[config.mk]
export PLATFORM = sky130hd
export DESIGN_NAME = drps_core
export DESIGN_NICKNAME = d
export VERILOG_FILES = /design/src/shared/drps_pkg.sv /design/src/shared/drps_cnt_if.sv /design/src/design/drps_core.sv /design/src/design/drps_timer.sv
export SDC_FILE = /design/constraint.sdc
export NUM_CORES = 1
export LEC_CHECK = 0
export ABC_AREA = 0
export BUFFER_PORTS_ARGS = -buffer_cell sky130_fd_sc_hd__buf_4
export CORE_MARGIN = 3
export CORE_UTILIZATION = 55
export DETAILED_ROUTE_END_ITERATION = 7
export PLACE_DENSITY = 0.95
export SLEW_MARGIN = 40
export SYNTH_ARGS = -nofsm -noshare
export SYNTH_HDL_FRONTEND = slang
export SYNTH_SLANG_ARGS = --single-unit
[constraint.sdc]
create_clock -name pclk -period 3.3 [get_ports pclk]
set_input_delay 0.66 -clock pclk [delete_from_list [all_inputs] [get_ports pclk]]
set_output_delay 0.66 -clock pclk [all_outputs]
set_load 0.01 [all_outputs]
[src/shared/drps_pkg.sv]
// constants and types for the refresh / power-down state block
// assumes pclk at 40 MHz samples the memory command pins each edge
package drps_pkg;
   localparam int unsigned CLK_MHZ          = 40;
   // refresh busy period in ns, rounded up to whole cycles
   localparam int unsigned REFRESH_NS       = 128;
   localparam int unsigned REFRESH_CYC      = (REFRESH_NS * CLK_MHZ + 999) / 1000;
   localparam int unsigned SR_NONREAD_NS    = 138;
   localparam int unsigned SR_NONREAD_CYC   = (SR_NONREAD_NS * CLK_MHZ + 999) / 1000;
   localparam int unsigned SR_READ_CYC      = 200;
   localparam int unsigned PD_EXIT_CYC      = 2;
   localparam int unsigned APD_FAST_CYC     = 2;
   localparam int unsigned APD_SLOW_CYC     = 8;
   localparam int unsigned CKE_HOLD_CYC     = 3;
   localparam int unsigned CNT_W            = 8;
   localparam int unsigned MODE_SLOW_BIT    = 12;

   // command encoding {cs_n, ras_n, cas_n, we_n}
   localparam logic [3:0] CMD_DESEL    = 4'h8;
   localparam logic [3:0] CMD_NOP      = 4'h7;
   localparam logic [3:0] CMD_REFRESH  = 4'h1;
   localparam logic [3:0] CMD_ACTIVATE = 4'h3;
   localparam logic [3:0] CMD_PRECHG   = 4'h2;
   localparam logic [3:0] CMD_READ     = 4'h5;

   // apb register byte offsets
   localparam logic [7:0] REG_CTRL     = 8'h00;
   localparam logic [7:0] REG_STATUS   = 8'h04;
   localparam logic [7:0] REG_VIOL     = 8'h08;

   typedef enum logic [2:0]
   {
      ST_IDLE    = 3'b000,
      ST_ACTIVE  = 3'b001,
      ST_PPD     = 3'b010,
      ST_APD     = 3'b011,
      ST_SREF    = 3'b100
   } drps_state_type;
endpackage : drps_pkg
[src/shared/drps_cnt_if.sv]
// carrier between the main block and its down counter
// assumes both ends share pclk
interface drps_cnt_if;
   logic             load;
   logic [7:0]       value;
   logic             done;
   logic [7:0]       count;
   modport owner (output load, output value, input done, input count);
   modport timer (input load, input value, output done, output count);
endinterface : drps_cnt_if

[src/design/drps_core.sv]
// refresh, self-refresh and power-down state tracking of the memory
// assumes command pins and cke arrive from pins; apb slave on pclk
// Functional notes
// - refresh busy from registering edge, fixed time
// - self refresh: refresh with cke falling
// - cke low with nop enters power-down
// - power-down gates buffers; precharge freezes dll
// - no refresh during power-down
// - cke high with nop exits power-down
module drps_core
(
   input  wire logic        pclk,
   input  wire logic        presetn,
   input  wire logic        psel,
   input  wire logic        penable,
   input  wire logic        pwrite,
   input  wire logic [7:0]  paddr,
   input  wire logic [31:0] pwdata,
   output logic [31:0]      prdata,
   output logic             pready,
   output logic             pslverr,
   input  wire logic        cke_pin,
   input  wire logic [3:0]  cmd_pin,
   input  wire logic        a10_pin,
   input  wire logic        odt_pin,
   output logic             buffers_on,
   output logic             dll_frozen,
   output logic             refresh_busy,
   output logic             read_allowed,
   output logic             nonread_allowed
);
   typedef struct packed
   {
      logic [1:0]           cke_s;
      logic [1:0]           cke_s2;
      logic [3:0]           cmd_s;
      logic [3:0]           cmd_s2;
      logic                 odt_s;
      logic                 odt_s2;
      logic                 a10_s;
      logic                 a10_s2;
      logic                 cke_prev;
      drps_pkg::drps_state_type state;
      logic                 slow_exit;
      logic                 dll_unlocked;
      logic                 need_dll_reset;
      logic [1:0]           cke_run;
      logic                 rd_ok;
      logic                 nrd_ok;
      logic                 viol;
      logic [31:0]          rdata;
   } drps_core_type;

   drps_core_type st_r;
   drps_core_type st_nxt;
   drps_cnt_if    ref_c ();
   drps_cnt_if    exit_c ();
   drps_cnt_if    rd_c ();

   drps_timer u_ref  (.pclk(pclk), .presetn(presetn), .cnt(ref_c));
   drps_timer u_exit (.pclk(pclk), .presetn(presetn), .cnt(exit_c));
   drps_timer u_rd   (.pclk(pclk), .presetn(presetn), .cnt(rd_c));

   logic       cke;
   logic [3:0] cmd;
   logic       is_nop;
   logic       apb_wr;
   logic       apb_rd;

   always_comb
   begin
      cke    = st_r.cke_s2[0];
      cmd    = st_r.cmd_s2;
      is_nop = (cmd == drps_pkg::CMD_NOP) || cmd[3];
      apb_wr = psel && penable && pwrite;
      apb_rd = psel && !penable && !pwrite;
      st_nxt = st_r;
      ref_c.load   = 1'b0;
      ref_c.value  = 8'h00;
      exit_c.load  = 1'b0;
      exit_c.value = 8'h00;
      rd_c.load    = 1'b0;
      rd_c.value   = 8'h00;
      // two flops on every pin before use
      st_nxt.cke_s  = {1'b0, cke_pin};
      st_nxt.cke_s2 = st_r.cke_s;
      st_nxt.cmd_s  = cmd_pin;
      st_nxt.cmd_s2 = st_r.cmd_s;
      st_nxt.a10_s  = a10_pin;
      st_nxt.a10_s2 = st_r.a10_s;
      st_nxt.odt_s  = odt_pin;
      st_nxt.odt_s2 = st_r.odt_s;
      st_nxt.cke_prev = cke;
      // write-one clear first, so any set further down wins
      if (apb_wr && paddr == drps_pkg::REG_VIOL && pwdata[0])
      begin
         st_nxt.viol = 1'b0;
      end
      // hold counter for the cke level
      if (cke != st_r.cke_prev)
      begin
         st_nxt.cke_run = 2'h1;
      end
      else if (st_r.cke_run != 2'h3)
      begin
         st_nxt.cke_run = st_r.cke_run + 2'h1;
      end
      if (cke != st_r.cke_prev && st_r.cke_run < 2'(drps_pkg::CKE_HOLD_CYC))
      begin
         st_nxt.viol = 1'b1;
      end
      case (st_r.state)
         drps_pkg::ST_IDLE, drps_pkg::ST_ACTIVE:
         begin
            if (st_r.cke_prev && !cke)
            begin
               if (cmd == drps_pkg::CMD_REFRESH && st_r.state == drps_pkg::ST_IDLE)
               begin
                  st_nxt.state  = drps_pkg::ST_SREF;
                  st_nxt.nrd_ok = 1'b0;
                  st_nxt.rd_ok  = 1'b0;
                  if (st_r.odt_s2)
                  begin
                     st_nxt.viol = 1'b1;
                  end
               end
               else if (is_nop)
               begin
                  // bank state picks the power-down flavour
                  st_nxt.state = (st_r.state == drps_pkg::ST_IDLE) ?
                                 drps_pkg::ST_PPD : drps_pkg::ST_APD;
                  st_nxt.need_dll_reset = st_r.dll_unlocked;
               end
               else
               begin
                  st_nxt.viol = 1'b1;
               end
            end
            else if (cke)
            begin
               if (cmd == drps_pkg::CMD_REFRESH)
               begin
                  // refresh busy from the registering edge
                  ref_c.load  = 1'b1;
                  ref_c.value = 8'(drps_pkg::REFRESH_CYC);
               end
               else if (cmd == drps_pkg::CMD_ACTIVATE)
               begin
                  st_nxt.state = drps_pkg::ST_ACTIVE;
               end
               else if (cmd == drps_pkg::CMD_PRECHG && st_r.a10_s2)
               begin
                  st_nxt.state = drps_pkg::ST_IDLE;
               end
               if (cmd == drps_pkg::CMD_READ && !st_r.rd_ok)
               begin
                  st_nxt.viol = 1'b1;
               end
               if (!is_nop && !st_r.nrd_ok)
               begin
                  st_nxt.viol = 1'b1;
               end
            end
         end
         drps_pkg::ST_PPD, drps_pkg::ST_APD:
         begin
            // no refresh runs here: software must wake in time
            if (cke && is_nop)
            begin
               st_nxt.state  = (st_r.state == drps_pkg::ST_PPD) ?
                               drps_pkg::ST_IDLE : drps_pkg::ST_ACTIVE;
               st_nxt.nrd_ok = 1'b0;
               st_nxt.rd_ok  = 1'b0;
               exit_c.load   = 1'b1;
               exit_c.value  = 8'(drps_pkg::PD_EXIT_CYC);
               rd_c.load     = 1'b1;
               rd_c.value    = (st_r.state == drps_pkg::ST_APD && st_r.slow_exit) ?
                               8'(drps_pkg::APD_SLOW_CYC) : 8'(drps_pkg::APD_FAST_CYC);
            end
         end
         drps_pkg::ST_SREF:
         begin
            if (cke && is_nop)
            begin
               st_nxt.state  = drps_pkg::ST_IDLE;
               st_nxt.nrd_ok = 1'b0;
               st_nxt.rd_ok  = 1'b0;
               exit_c.load   = 1'b1;
               exit_c.value  = 8'(drps_pkg::SR_NONREAD_CYC);
               rd_c.load     = 1'b1;
               rd_c.value    = 8'(drps_pkg::SR_READ_CYC);
            end
         end
         default:
         begin
            st_nxt.state = drps_pkg::ST_IDLE;
         end
      endcase
      if (!exit_c.load && exit_c.done)
      begin
         st_nxt.nrd_ok = 1'b1;
      end
      if (!rd_c.load && rd_c.done && exit_c.done)
      begin
         st_nxt.rd_ok = 1'b1;
      end
      // early cke drop after self refresh only once nonread delay met
      if (!st_r.rd_ok && st_r.state == drps_pkg::ST_IDLE && st_r.cke_prev && !cke
          && !st_r.nrd_ok)
      begin
         st_nxt.viol = 1'b1;
      end
      // termination must stay low until read delay met after exit
      if (!st_r.rd_ok && st_r.odt_s2 && cke)
      begin
         st_nxt.viol = 1'b1;
      end
      // apb write to the control word
      if (apb_wr && paddr == drps_pkg::REG_CTRL)
      begin
         st_nxt.slow_exit    = pwdata[drps_pkg::MODE_SLOW_BIT];
         st_nxt.dll_unlocked = pwdata[0];
         if (pwdata[1])
         begin
            st_nxt.need_dll_reset = 1'b0;
         end
      end
      if (apb_rd && paddr == drps_pkg::REG_CTRL)
      begin
         st_nxt.rdata = {19'h0, st_r.slow_exit, 11'h0, st_r.dll_unlocked};
      end
      else if (apb_rd && paddr == drps_pkg::REG_STATUS)
      begin
         st_nxt.rdata = {24'h0, st_r.need_dll_reset, st_r.rd_ok, st_r.nrd_ok,
                         !ref_c.done, 1'b0, st_r.state};
      end
      else if (apb_rd && paddr == drps_pkg::REG_VIOL)
      begin
         st_nxt.rdata = {31'h0, st_r.viol};
      end
      else if (apb_rd)
      begin
         st_nxt.rdata = 32'h0000_0000;
      end
   end

   always_ff @(posedge pclk or negedge presetn)
   begin
      if (!presetn)
      begin
         st_r         <= '0;
         st_r.rd_ok   <= 1'b1;
         st_r.nrd_ok  <= 1'b1;
         // saturated, so the synchroniser filling up is no false short level
         st_r.cke_run <= 2'h3;
      end
      else
      begin
         st_r <= st_nxt;
      end
   end

   // buffers off in any down state; dll frozen only in precharge power-down
   assign buffers_on      = (st_r.state != drps_pkg::ST_PPD) &&
                            (st_r.state != drps_pkg::ST_APD) &&
                            (st_r.state != drps_pkg::ST_SREF);
   assign dll_frozen      = (st_r.state == drps_pkg::ST_PPD);
   assign refresh_busy    = !ref_c.done;
   assign read_allowed    = st_r.rd_ok;
   assign nonread_allowed = st_r.nrd_ok;
   assign prdata          = st_r.rdata;
   assign pready          = 1'b1;
   assign pslverr         = 1'b0;
endmodule : drps_core

[src/design/drps_timer.sv]
// loadable down counter, done while it reads zero
// assumes synchronous load from logic on pclk
module drps_timer
(
   input  wire logic  pclk,
   input  wire logic  presetn,
   drps_cnt_if.timer  cnt
);
   typedef struct packed
   {
      logic [7:0] count;
   } drps_tmr_type;

   drps_tmr_type st_r;
   drps_tmr_type st_nxt;

   always_comb
   begin
      st_nxt = st_r;
      if (cnt.load)
      begin
         st_nxt.count = cnt.value;
      end
      else if (st_r.count != 8'h00)
      begin
         st_nxt.count = st_r.count - 8'h01;
      end
   end

   always_ff @(posedge pclk or negedge presetn)
   begin
      if (!presetn)
      begin
         st_r <= '0;
      end
      else
      begin
         st_r <= st_nxt;
      end
   end

   assign cnt.done  = (st_r.count == 8'h00);
   assign cnt.count = st_r.count;
endmodule : drps_timer

==> qor.yml <==
setup_path:
  arrival_ns: 2.08
  cpPeakStageDelay_ns: 0.61
  cp_num_buf_inv: 1
  crit_fanout: 7
  path_class: "reg -> out"
  crit_family: "simple AND/OR/NAND/NOR gates"
  cp_slowest_cell: "or4_1"
  cp-start-kind: "flip-flop"
  critPathCaptureType: "output pin"
  worstPathCellList: "or4_1, or3_1, buf_4"
  cp_data_required_time_ns: 2.64
sta:
  finalMaxSlewViolations: 0
  fin_crit_ns: 2.74
  finalSetupTns_ns: 0
  finalSetupViolCount: 0
  fmaxAchievable_mhz: 365
  max_slew.worst_pin.slew_ns: 0.705
  rsz0062_at_grt: "false"
  max_slew_margin: 0.530
  min_period_over_period: 0.831
  hold_violations: 0
  fin_skew_ns: 0.00770
detailed_routing:
  vias: 2235
  dr.pass1.iters: 4
  vias_per_cell: 5.56
  route.detailed.drc: 0
  ant_nets: 0
  drt_iter0_drc: 139
  drt_wl_total_um: 5830
  wl_per_cell_um: 14.5
clock_network:
  clockRootBuffer: "clkbuf_8"
  numCtsBuffers: 9
  cts_resized: 0
  clk_path_buf_depth: 2
  clk_pin_slew_worst_paths_ns: 0.06
  htree_levels: 3
  postCtsSetupBuffers: 0
  cts_tree: "built"
  cts.sinks: 58
  cts_hold_buf: 0
  clock_latency_ns: 0.34
global_routing:
  grtUsageTotal: 0.202
  grt_first_pass_wirelength_um: 9960
  gr-total-overflow: 0
  antenna_found_initial: 0
  grt_max_degree: 59
  grt_pass1_vias: 2208
place:
  place_hpwl_um: 4120
  port_buffers: 35
  place_congestion: 0.810
die:
  start_util: 0.581
  dieArea_mm2: 0.00643
  boundaryPins: 91
  core_mm2: 0.00520
  die_w_um: 80.2
  die_h_um: 80.2
  row_count: 26
synth:
  synthesis.area_mm2: 0.00303
  synth_edf_count: 0
  syn_area_per_cell_um2: 10.1
  synth_flop_cell: "dfrtp_1"
  synth.yosys.seq_area_share: 0.481
  yosys_register_bits: 58
  yosysUniqueCellTypes: 57
  yosysWarnings: 0
  synth-async-reset-ratio: 1.00
  synthCells: 300
finish:
  fin_util: 0.647
  multiInputGateArea_mm2: 0.00132
  drive_gt1_frac: 0.211
  syn_to_final_growth_pct: 11.2
  layout_commonest_cell: "dfrtp_1"
  antenna_cells: 0
  register_area_mm2: 0.00146
  final_cell_mix: "dfrtp_1, buf_4, nor2_1"
  fillers: 412
  finalNetCount: 385
job:
  max-cap-violations: 0
pwr:
  power.leakage_nw: 1.56
  p_per_area_mw_per_mm2: 754
  peakVddDrop_v: 0.000485
min_path:
  worstHoldPathType: "reg -> reg"
status:
  outcome: "finished clean"
cell families after synthesis:
kind of cell / Yosys count / synth area share
buf+inv: 57 / 0.114
xor+xnor: 9 / 0.0260
fa+ha+maj: 6 / 0.0248
other cells: 2 / 0.00248
simple gates: 100 / 0.188
flops: 58 / 0.481
mux: 8 / 0.0277
compound gates: 60 / 0.136
Yosys cell counts (5+ instances only):
master,instances,share of area
ha_1,6,0.025
or2_2,5,0.010
nand2_1,15,0.019
clkbuf_1,6,0.0074
o21ai_0,9,0.015
nor3_1,5,0.0083
a22o_1,5,0.014
nor4_1,5,0.010
inv_1,14,0.017
dfrtp_1,54,0.45
buf_4,34,0.084
nor2_1,28,0.035
mux2i_1,5,0.017
a31oi_1,6,0.012
xor2_1,5,0.014
a21oi_1,13,0.021
or3_1,5,0.010
metrics by stage:
| step | cell area (µm²) | power [mW] | hold WS, ns | setup slack (ns) | std cells |
|---|---|---|---|---|---|
| final | 3370 | 2.54 | 0.345 | 0.559 | 402 |
| after CTS | 3360 | 2.55 | 0.345 | 0.542 | 402 |
| after floorplan | 3120 | 1.72 | 0.331 | 1.13 | 324 |
| after detailed placement | 3180 | 1.92 | 0.336 | 0.934 | 386 |
| after global routing | 3370 | 2.74 | 0.356 | 0.449 | 402 |
| after global placement | 3180 | 1.86 | 0.334 | 0.923 | 386 |
metal layers:
metal | share of wire | GRT usage | vias to the layer above
li1 | - | - | 1062
met1 | 0.41 | 0.228 | 1086
met2 | 0.50 | 0.330 | 74
met3 | 0.073 | 0.0785 | 13
met4 | 0.018 | 0.105 | 0
met5 | 0 | 0 | -
report_power, final:
| part | switching [mW] | internal, mW |
|---|---|---|
| Clock | 0.271 | 0.343 |
| Combinational | 0.423 | 0.380 |
| Sequential | 0.213 | 0.908 |
sequential cells by signal, summed over array words and instances, names as in the netlist:
signal	cells
cke	1
read_allowed	1
cmd	4
nonread_allowed	1
u_rd.cnt.count	8
u_exit.cnt.count	8
prdata	8
st_nxt	7
u_ref.cnt.count	8
st_r	12
area by class of cell:
class | instances | share of cell area
Clock inverter | 6 | 0.0171
Multi-Input combinational cell | 209 | 0.393
Tap cell | 70 | 0.0260
Timing Repair Buffer | 35 | 0.0780
Clock buffer | 10 | 0.0379
Sequential cell | 58 | 0.433
Inverter | 14 | 0.0156
final timing paths:
check / slack, ns / from / endpoint / depth (start not counted)
max in group asynchronous: 2.46 / presetn / u_ref.cnt.count[6] / 1
setup reg to reg: 1.12 / cke / st_r[37] / 6
setup / recovery: 0.56 / u_ref.cnt.count[4] / refresh_busy / 3
hold reg to reg: 0.34 / st_nxt[50] / cmd[2] / 0
min in group asynchronous: 0.37 / presetn / st_nxt[44] / 1
hold / removal: 0.34 / st_nxt[50] / cmd[2] / 0
(Power assumes the default switching activity.)
